<file path="src/hdl/fwp_pkg.sv">
// shared constants, types and protection decode for both link ends
package fwp_pkg;

	// ****************************************************************
	// command opcodes
	// ****************************************************************
	localparam logic [7:0] CMD_WRITE_ENABLE = 8'h06;
	localparam logic [7:0] CMD_WRITE_DISABLE = 8'h04;
	localparam logic [7:0] CMD_RESET_ENABLE = 8'h66;
	localparam logic [7:0] CMD_RESET_DEVICE = 8'h99;

	// ****************************************************************
	// timing
	// ****************************************************************
	localparam int CLOCK_KHZ = 40000;
	localparam int RESET_RECOVER_NS = 30000;
	// least time, so round up to whole cycles
	localparam int RESET_RECOVER_CYCLES =
		(RESET_RECOVER_NS * CLOCK_KHZ + 999999) / 1000000;
	localparam int SCK_HALF_CYCLES = 2;
	localparam int CS_GAP_CYCLES = 4;

	// ****************************************************************
	// array and protection field layout
	// ****************************************************************
	localparam int ADDR_W = 22;
	localparam int PROT_W = 6;
	localparam int PROT_CMP_BIT = 5;
	localparam int PROT_BOTTOM_BIT = 3;
	localparam int PROT_FINE_BIT = 4;
	localparam logic [PROT_W-1:0] PROT_RESET = 6'h00;
	localparam logic [4:0] SECTOR_SHIFT = 5'h0c;
	localparam logic [4:0] BLOCK_SHIFT = 5'h10;
	localparam logic [22:0] ARRAY_SIZE = 23'h40_0000;

	// ****************************************************************
	// host register map
	// ****************************************************************
	localparam logic [7:0] REG_CMD = 8'h00;
	localparam logic [7:0] REG_DATA = 8'h04;
	localparam logic [7:0] REG_STATUS = 8'h08;
	localparam int CMD_BITS_LSB = 8;
	localparam int STATUS_BUSY_BIT = 0;
	localparam int STATUS_RECOVER_BIT = 1;

	// kinds of write operation offered to the device's datapath side
	typedef enum logic [2:0] {
		OP_PROGRAM,
		OP_ERASE,
		OP_SEC_PROGRAM,
		OP_SEC_ERASE,
		OP_STATUS_WRITE
	} fwp_op_e;

	// true when addr lies in the region that prot selects
	function automatic logic fwp_is_protected(
		input logic [ADDR_W-1:0] addr,
		input logic [PROT_W-1:0] prot
	);
		logic [2:0] lvl;
		logic [4:0] sh;
		logic [22:0] size;
		logic hit;
		lvl = prot[2:0];
		// fine steps stop growing at 32 KB
		if (prot[PROT_FINE_BIT]) begin
			sh = SECTOR_SHIFT + ((lvl >= 3'h4) ? 5'h03 : {2'h0, lvl} - 5'h01);
		end else begin
			sh = BLOCK_SHIFT + {2'h0, lvl} - 5'h01;
		end
		size = 23'h00_0001 << sh;
		if (lvl == 3'h0) begin
			hit = 1'b0;
		end else if (lvl == 3'h7) begin
			hit = 1'b1;
		end else if (prot[PROT_BOTTOM_BIT]) begin
			hit = {1'b0, addr} < size;
		end else begin
			hit = {1'b0, addr} >= (ARRAY_SIZE - size);
		end
		return hit ^ prot[PROT_CMP_BIT];
	endfunction

endpackage

</file>
<file path="src/hdl/fwp_link_if.sv">
// serial link between host controller and flash protection end
interface fwp_link_if;
	logic csN;
	logic sck;
	logic mosi;
	modport host (output csN, output sck, output mosi);
	modport dev (input csN, input sck, input mosi);
endinterface

</file>
<file path="src/hdl/fwp_device.sv">
// device end: write-enable latch, block protection and soft reset
//
// Chosen here: register access over AHB-Lite and the register offsets.
module fwp_device #(
	parameter int RECOVER_CYCLES = fwp_pkg::RESET_RECOVER_CYCLES,
	parameter logic [fwp_pkg::PROT_W-1:0] PROT_INIT = fwp_pkg::PROT_RESET
) (
	input wire logic clock,
	input wire logic rstn,
	fwp_link_if.dev link,
	input wire logic writeProtectN,
	input wire logic opRequest,
	input wire fwp_pkg::fwp_op_e opKind,
	input wire logic [fwp_pkg::ADDR_W-1:0] opAddr,
	input wire logic [fwp_pkg::PROT_W-1:0] opStatusValue,
	input wire logic opDone,
	output logic opGrant,
	output logic opRefused,
	output logic writeEnableLatch,
	output logic [fwp_pkg::PROT_W-1:0] protectBits,
	output logic resetPulse,
	output logic recovering
);

	localparam int RECOVER_W = $clog2(RECOVER_CYCLES + 1);
	localparam logic [RECOVER_W-1:0] RECOVER_LOAD =
		RECOVER_W'(RECOVER_CYCLES);

	// ****************************************************************
	// state
	// ****************************************************************
	typedef struct packed {
		logic [1:0] csSync;
		logic [1:0] sckSync;
		logic [1:0] mosiSync;
		logic [1:0] wpSync;
		logic sckPrev;
		logic inFrame;
		logic gotOpcode;
		logic [2:0] bitPhase;
		logic [7:0] shift;
		logic [7:0] opcode;
		logic write_enable_latch;
		logic resetArmed;
		logic [fwp_pkg::PROT_W-1:0] prot;
		logic [RECOVER_W-1:0] recover;
		logic resetPulse;
		logic grant;
		logic refused;
	} fwp_dev_state_s;

	fwp_dev_state_s s_reg;
	fwp_dev_state_s s_next;
	logic csLevel;
	logic sckLevel;
	logic mosiLevel;
	logic wpLevel;
	logic sckRise;
	logic busyRecover;
	logic aligned;
	logic doReset;
	logic [7:0] shiftNew;

	// ****************************************************************
	// next-state logic
	// ****************************************************************
	always_comb begin
		s_next = s_reg;
		shiftNew = {s_reg.shift[6:0], s_reg.mosiSync[1]};
		aligned = 1'b0;
		doReset = 1'b0;
		s_next.resetPulse = 1'b0;
		s_next.grant = 1'b0;
		s_next.refused = 1'b0;

		// pins cross in through two flops; only stage two is read
		s_next.csSync = {s_reg.csSync[0], link.csN};
		s_next.sckSync = {s_reg.sckSync[0], link.sck};
		s_next.mosiSync = {s_reg.mosiSync[0], link.mosi};
		s_next.wpSync = {s_reg.wpSync[0], writeProtectN};
		csLevel = s_reg.csSync[1];
		sckLevel = s_reg.sckSync[1];
		mosiLevel = s_reg.mosiSync[1];
		wpLevel = s_reg.wpSync[1];
		s_next.sckPrev = sckLevel;
		sckRise = sckLevel && !s_reg.sckPrev;
		busyRecover = s_reg.recover != '0;

		// recovery window after an accepted reset
		if (busyRecover) begin
			s_next.recover = s_reg.recover - 1'b1;
		end

		// write operations from the datapath side; latch sampled as it
		// stood when the request arrived
		if (opRequest) begin
			if (busyRecover || !s_reg.write_enable_latch) begin
				s_next.refused = 1'b1;
			end else if (opKind == fwp_pkg::OP_STATUS_WRITE) begin
				// pin locks the bits only; latch stays for a retry
				if (!wpLevel) begin
					s_next.refused = 1'b1;
				end else begin
					s_next.prot = opStatusValue;
					s_next.write_enable_latch = 1'b0;
					s_next.grant = 1'b1;
				end
			end else if ((opKind == fwp_pkg::OP_PROGRAM ||
				opKind == fwp_pkg::OP_ERASE) &&
				fwp_pkg::fwp_is_protected(opAddr, s_reg.prot)) begin
				s_next.refused = 1'b1;
				s_next.write_enable_latch = 1'b0;
			end else begin
				// the protect pin plays no part here
				s_next.grant = 1'b1;
			end
		end

		// end of a self-timed cycle drops the latch
		if (opDone) begin
			s_next.write_enable_latch = 1'b0;
		end

		// serial frame: mode 0, bits taken on sck rising
		if (!csLevel) begin
			if (!s_reg.inFrame) begin
				s_next.inFrame = 1'b1;
				s_next.gotOpcode = 1'b0;
				s_next.bitPhase = 3'h0;
			end else if (sckRise) begin
				s_next.shift = shiftNew;
				s_next.bitPhase = s_reg.bitPhase + 3'h1;
				// later bytes only move the phase, never the opcode
				if (s_reg.bitPhase == 3'h7 && !s_reg.gotOpcode) begin
					s_next.opcode = shiftNew;
					s_next.gotOpcode = 1'b1;
				end
			end
		end else if (s_reg.inFrame) begin
			// frame ends on release of chip select
			s_next.inFrame = 1'b0;
			aligned = s_reg.gotOpcode && s_reg.bitPhase == 3'h0;
			if (!busyRecover && s_reg.gotOpcode) begin
				// any complete command other than reset enable disarms
				s_next.resetArmed = 1'b0;
				if (aligned) begin
					case (s_reg.opcode)
						fwp_pkg::CMD_WRITE_ENABLE: begin
							s_next.write_enable_latch = 1'b1;
						end
						fwp_pkg::CMD_WRITE_DISABLE: begin
							s_next.write_enable_latch = 1'b0;
						end
						fwp_pkg::CMD_RESET_ENABLE: begin
							s_next.resetArmed = 1'b1;
						end
						fwp_pkg::CMD_RESET_DEVICE: begin
							doReset = s_reg.resetArmed;
						end
						default: begin
							doReset = 1'b0;
						end
					endcase
				end
			end
		end

		// accepted reset: volatile state back to power-on values,
		// protection bits are non-volatile and survive
		if (doReset) begin
			s_next.write_enable_latch = 1'b0;
			s_next.resetArmed = 1'b0;
			s_next.resetPulse = 1'b1;
			s_next.recover = RECOVER_LOAD;
		end
	end

	// ****************************************************************
	// state register
	// ****************************************************************
	always_ff @(posedge clock or negedge rstn) begin
		if (!rstn) begin
			s_reg <= '0;
			s_reg.csSync <= 2'h3;
			s_reg.wpSync <= 2'h3;
			s_reg.prot <= PROT_INIT;
		end else begin
			s_reg <= s_next;
		end
	end

	// outputs straight from the state flops; recovering is a compare on the recover counter
	assign opGrant = s_reg.grant;
	assign opRefused = s_reg.refused;
	assign writeEnableLatch = s_reg.write_enable_latch;
	assign protectBits = s_reg.prot;
	assign resetPulse = s_reg.resetPulse;
	assign recovering = s_reg.recover != '0;

endmodule

</file>
<file path="src/flat_wrapper.sv">
// flat-port wrapper written by rule: the top's interface ports become plain ports
module fwp_device_flat 
#(
	parameter int RECOVER_CYCLES = fwp_pkg::RESET_RECOVER_CYCLES,
	parameter logic [fwp_pkg::PROT_W-1:0] PROT_INIT = fwp_pkg::PROT_RESET
)
  (clock, rstn, writeProtectN, opRequest, opKind, opAddr, opStatusValue, opDone, opGrant, opRefused, writeEnableLatch, protectBits, resetPulse, recovering, link_csN, link_sck, link_mosi);
  fwp_link_if link_i ();
  input wire logic clock;
  input wire logic rstn;
  input wire logic writeProtectN;
  input wire logic opRequest;
  input wire fwp_pkg::fwp_op_e opKind;
  input wire logic [fwp_pkg::ADDR_W-1:0] opAddr;
  input wire logic [fwp_pkg::PROT_W-1:0] opStatusValue;
  input wire logic opDone;
  output logic opGrant;
  output logic opRefused;
  output logic writeEnableLatch;
  output logic [fwp_pkg::PROT_W-1:0] protectBits;
  output logic resetPulse;
  output logic recovering;
  input wire logic [$bits(link_i.csN)-1:0] link_csN;
  input wire logic [$bits(link_i.sck)-1:0] link_sck;
  input wire logic [$bits(link_i.mosi)-1:0] link_mosi;
  assign link_i.csN = link_csN;
  assign link_i.sck = link_sck;
  assign link_i.mosi = link_mosi;
  fwp_device #(.RECOVER_CYCLES(RECOVER_CYCLES), .PROT_INIT(PROT_INIT)) u_core (.clock(clock), .rstn(rstn), .link(link_i), .writeProtectN(writeProtectN), .opRequest(opRequest), .opKind(opKind), .opAddr(opAddr), .opStatusValue(opStatusValue), .opDone(opDone), .opGrant(opGrant), .opRefused(opRefused), .writeEnableLatch(writeEnableLatch), .protectBits(protectBits), .resetPulse(resetPulse), .recovering(recovering));
endmodule
</file>
<file path="config.mk">
export PLATFORM = sky130hd
export DESIGN_NAME = fwp_device_flat
export DESIGN_NICKNAME = d
export VERILOG_FILES = /design/src/hdl/fwp_pkg.sv /design/src/hdl/fwp_link_if.sv /design/src/hdl/fwp_device.sv /design/src/flat_wrapper.sv
export SDC_FILE = /design/constraint.sdc
export NUM_CORES = 1
export LEC_CHECK = 0
export BUFFER_PORTS_ARGS = -buffer_cell sky130_fd_sc_hd__buf_2
export CAP_MARGIN = 40
export CORE_MARGIN = 1.5
export CORE_UTILIZATION = 63
export CTS_CLUSTER_SIZE = 28
export DETAILED_ROUTE_END_ITERATION = 8
export PLACE_DENSITY_LB_ADDON = 0.1
export SLEW_MARGIN = 20
export SYNTH_ARGS = -nofsm -noshare
export SYNTH_HDL_FRONTEND = slang
export SYNTH_SLANG_ARGS = --single-unit
</file>
<file path="constraint.sdc">
create_clock -name clock -period 7.8 [get_ports clock]
set_input_delay 1.17 -clock clock [delete_from_list [all_inputs] [get_ports clock]]
set_output_delay 1.17 -clock clock [all_outputs]
set_load 0.01 [all_outputs]
</file>
# Word-level counts from Yosys, hierarchy flattened
# Cells that the tools add are included.
totals:
  input_bits: 39
  word_cells: 110
  out_inout_bits: 11
  reg_bits: 52
classes:
  n_mux: 44
  n_eq_ne: 10
  order_cmp: 3
  n_addsub: 7
  bitwise: 3
  shifts: 1
  n_reduce_logical: 25
op_table:
  columns: ["operator", "count"]
  rows:
  - ["two-way mux 1 bit", 26]
  - ["two-way mux 5 bit", 5]
  - [">= comparator 22 x 23 -> 1 bit", 1]
  - ["less-than comparator 22 x 23 -> 1 bit", 1]
  - ["<< shifter 1 x 5 -> 23 bit, first input constant", 1]
  - ["subtractor 23 bit, first input constant", 1]
  - ["two-way mux 20 bit", 1]
  - ["equality test 8 x 3 -> 1 bit, second input constant", 2]
  - ["two-way mux 2 bit", 7]
  - ["two-way mux 12 bit", 1]
  - ["two-way mux 11 bit", 1]
  - ["nonzero test 11 bit", 1]
  - ["subtractor 11 x 1 -> 11 bit, second input constant", 1]
  - ["equality test 3 bit, second input constant", 3]
  - ["logical NOT 3 bit", 3]
  - ["AND reduction 3 bit", 3]
  - ["equality test 8 x 7 -> 1 bit, second input constant", 1]
  - ["equality test 8 bit, second input constant", 1]
  - ["two-way mux 8 bit", 1]
  - ["AND reduction 4 bit", 2]
  - ["nonzero test 2 bit", 4]
  - ["adder 4 x 5 -> 5 bit, first input constant", 1]
  - ["adder 5 x 3 -> 5 bit, first input constant", 1]
  - ["logical AND 1 bit", 5]
  - ["other kinds (13)", 19]

# Depth between registers and ports, before layout
depth:
  ltp_word: 29
  mapped_depth: 25
  ltp_nobuf: 24

# Least setup slack after synthesis
# Ideal clock, no wire load.
synth_timing:
  path_type: "register to register"
  startpoint: "register u_core.s_reg, in the netlist u_core.protectBits[0]"
  endpoint: "register u_core.s_reg, in the netlist u_core.opRefused"
  setup_slack_ps: 2547
  required_ps: 7680
  period_less_slack_ps: 5253
  arrival_time_ps: 5133
  path_stages_with_launch: 25
  setup_ps: 120
  path_buffers: 2
  path_cell_list: "dfrtp_1 > inv_1 > ha_1 > ha_1 > or4_1 > ha_1 > mux2i_2 > clkinv_1 > nor2_1 > buf_2 > nand3_1 > ha_1 > clkbuf_1 > nor4_1 > a31oi_1 > o32ai_1 > ha_1 > o2111ai_1 > nor2_1 > a2111oi_0 > o21ai_0 > o221a_2 > nor3_1 > nor2b_1 > a31o_1"
synth_lines:
  columns: ["element", "line_no", "rtl"]
  rows:
  - ["from (decl)", "fwp_device.sv:52", "fwp_dev_state_s s_reg;"]
  - ["from (signal assigned)", "fwp_device.sv:188", "s_reg <= s_next;"]

==> results.json <==
{
  "rr_startpoint": "u_core.protectBits[0]",
  "first_global_vias": 3022,
  "clock-root-buffer": "clkbuf_8",
  "final-hold-violation-count": 0,
  "synth_edf_count": 0,
  "antenna_found_initial": 0,
  "fmax_mhz": 149,
  "largest_reg_flops": 34,
  "dr.pass1.iters": 5,
  "grt_max_degree": 32,
  "path_clk_slew_ns": 0.09,
  "final_area_um2": 4160,
  "port_buffers": 49,
  "worstPathArrival_ns": 6.93,
  "netlist_instances": 404,
  "antenna_cells": 0,
  "routed_wl_um": 8360,
  "cts_buffers": 5,
  "drtIter0Drc": 248,
  "grt_pass1_wl_um": 13800,
  "final_util_pct": 71.1,
  "dp_cells": 513,
  "coreArea_um2": 5850,
  "nFillCells": 433,
  "status": "completed",
  "cp_num_buf_inv": 3,
  "fin_crit_ns": 6.73,
  "fin_tns_setup_ns": 0,
  "clk_path_buf_depth": 2,
  "worstPathRequired_ns": 8.00,
  "ys_warn_count": 0,
  "power_density_nw_per_um2": 129,
  "critPathSlowestCell": "nor2_1",
  "post-cts-setup-buffers": 0,
  "slowest_delay_ns": 0.67,
  "start_kind": "register",
  "finalSetupViolations": 0,
  "rsz0062_at_grt": "no",
  "slew_headroom_pct": 47.4,
  "ctsHoldBuffers": 0,
  "critical_path.endpoint_type": "register",
  "skew_ns": 0.0121,
  "grt-ovfl-total": 0,
  "area_growth_pct": 9.84,
  "num_io_pins": 50,
  "finalCritPeriodShare_pct": 86.3,
  "cts_sinks": 51,
  "p_leak_nw": 2.01,
  "num_vias": 3190,
  "globalplace.congestion": 0.990,
  "cts_tree": "yes",
  "seq_area_frac_synth_pct": 33.8,
  "floorplan.initialDensity_pct": 64.7,
  "synth-seq-cells": 51,
  "avgSynthCellArea_um2": 9.37,
  "hp-start": "u_core.s_next[45]",
  "cp_common_cell": "ha_1",
  "h-tree-depth": 2,
  "row_count": 28,
  "crit_start": "u_core.protectBits[0]",
  "wire_per_inst_um": 16.0,
  "viasPerCell": 6.11,
  "dp_hpwl_um": 6740,
  "dieHeight_um": 80.5,
  "clock_latency_ns": 0.31,
  "drc": 0,
  "crit_fanout": 18,
  "peakVddDrop_mv": 0.153,
  "final-max-slew-violation-count": 0,
  "hold_path.class": "register to register",
  "nNetsFinal": 538,
  "fp.dieArea_um2": 6490,
  "ant_nets": 0,
  "syn_area_um2": 3790,
  "crit_type": "register to register",
  "post_cts_resized": 0,
  "finalNonFillerCells": 522,
  "hold_ws_ns": 0.359,
  "placed_area_um2": 4050,
  "crit_family": "simple AND/OR/NAND/NOR gates",
  "die_w_um": 80.5,
  "drv_cap": 0,
  "syn-num-nets": 496,
  "postSynth.asyncResetShare_pct": 100,
  "ys.flop_type": "dfrtp_1",
  "drive_gt1_share_pct": 22.4,
  "netlist-cell-type-count": 65,
  "groute.usage.overall_pct": 27.6,
  "worst_slew_pin_slew_ns": 0.789,
  "path_cells": "inv_1 > ha_1 > ha_1 > or4_1 > ha_1 > mux2i_2 > clkinv_1 > nor2_1 > nand2_1 > nor2_1 > inv_1 > ha_1 > nor4_1 > a31oi_1 > o32ai_1 > ha_1 > o2111ai_1 > nor2_1 > a2111oi_0 > o21ai_0 > o221a_2 > nor3_1 > nor2b_1 > a31o_1"
}
[power breakdown]
| group | internal, mW | switching [mW] |
|---|---|---|
| Clock | 0.0660 | 0.0893 |
| Combinational | 0.0407 | 0.0511 |
| Sequential | 0.279 | 0.0102 |
| Total | 0.386 | 0.151 |
[worst reg2reg max path: stages (launching register included)]
cell and delay (ns):
dfrtp_1 0.48, inv_1 0.07, ha_1 0.22, ha_1 0.19, or4_1 0.40, ha_1 0.23
mux2i_2 0.61, clkinv_1 0.37, nor2_1 0.67, nand2_1 0.17, nor2_1 0.19, inv_1 0.06
ha_1 0.38, nor4_1 0.46, a31oi_1 0.08, o32ai_1 0.27, ha_1 0.29, o2111ai_1 0.14
nor2_1 0.09, a2111oi_0 0.31, o21ai_0 0.14, o221a_2 0.32, nor3_1 0.19, nor2b_1 0.10
a31o_1 0.21
[worst paths after layout]
path,endpoint,slack [ns],cells past startpoint
max in group asynchronous,u_core.s_next[45],6.37,2
worst min register to register,u_core.s_reg[45],0.36,0
min in group asynchronous,u_core.protectBits[0],0.82,1
worst min-delay path,u_core.s_reg[45],0.36,0
worst max-delay path,u_core.opRefused,1.07,24
worst max register to register,u_core.opRefused,1.07,24
[cell type report]
| type | count | area [um2] | area share [%] |
|---|---|---|---|
| Multi-Input combinational cell | 314 | 2320 | 55.8 |
| Sequential cell | 51 | 1280 | 30.8 |
| Timing Repair Buffer | 52 | 284 | 6.83 |
| Tap cell | 75 | 93.8 | 2.26 |
| Inverter | 22 | 82.6 | 1.98 |
| Clock buffer | 5 | 68.8 | 1.65 |
| Clock inverter | 3 | 26.3 | 0.632 |
[metal layers]
metal,global-route usage (%),vias to the layer above,routed length (um)
li1,-,1568,-
met1,35.7,1507,3630
met2,47.3,102,4140
met3,3.75,13,439
met4,9.48,0,157
met5,0,-,0
[cell usage after synthesis, types with 2 or more instances]
cell      number  area [um2]
a22o_1         2        17.5
nand2b_1       4        25.0
o21ai_1        2        10.0
nor4_1         4        25.0
nor2b_1        2        12.5
inv_1         20        75.1
mux2i_2        2        27.5
nand2_1       43         161
a32oi_1        2        17.5
and2_1         2        12.5
buf_4          7        52.6
o21a_1         2        15.0
xor2_1         3        26.3
o31ai_1        2        15.0
nor2_1        23        86.3
a211oi_1       2        15.0
or4_1          3        22.5
a21o_1         3        22.5
o21ai_0       25         125
nor3b_1        2        15.0
a21oi_1       26         130
and4_1         2        17.5
o22ai_1        2        12.5
clkbuf_1       7        26.3
nor4_2         2        25.0
nor3_1        13        65.1
dfrtp_1       47        1180
dfstp_2        4         105
a31oi_1        6        37.5
or3_1          2        12.5
buf_6          2        22.5
xnor2_1        4        35.0
mux2_1         2        22.5
mux2_2        20         225
nand3b_1       3        22.5
nand4_1        7        43.8
ha_1          53         663
nand3_1       18        90.1
o211ai_1       3        22.5
[cells by family (layout without fill, tap and decap cells)]
kind of cell    count (synthesis)  after routing  synth area share (%)
simple gates                  139            139                  19.1
flops                          51             51                  33.8
xor+xnor                        7              7                  1.62
buf+inv                        39             82                  4.99
fa+ha+maj                      53             53                  17.5
mux                            25             25                  7.53
compound gates                 90             90                  15.4
[through the flow]
stage               power [mW]  worst slack [ns]
floorplan                0.348              2.55
global placement         0.379              1.47
detailed placement       0.385              1.17
CTS                      0.542              1.16
global route             0.566             0.467
finish                   0.536              1.07
[cell usage in the layout, fill, tap and decap left out, types with 18 or more instances in the layout]
| master | synthesis | layout |
|---|---|---|
| ha_1 | 53 | 53 |
| buf_2 | 1 | 49 |
| dfrtp_1 | 47 | 47 |
| nand2_1 | 43 | 43 |
| a21oi_1 | 26 | 26 |
| o21ai_0 | 25 | 25 |
| nor2_1 | 23 | 23 |
| inv_1 | 20 | 20 |
| mux2_2 | 20 | 20 |
| nand3_1 | 18 | 18 |
Power figures use the tool's default switching activity.
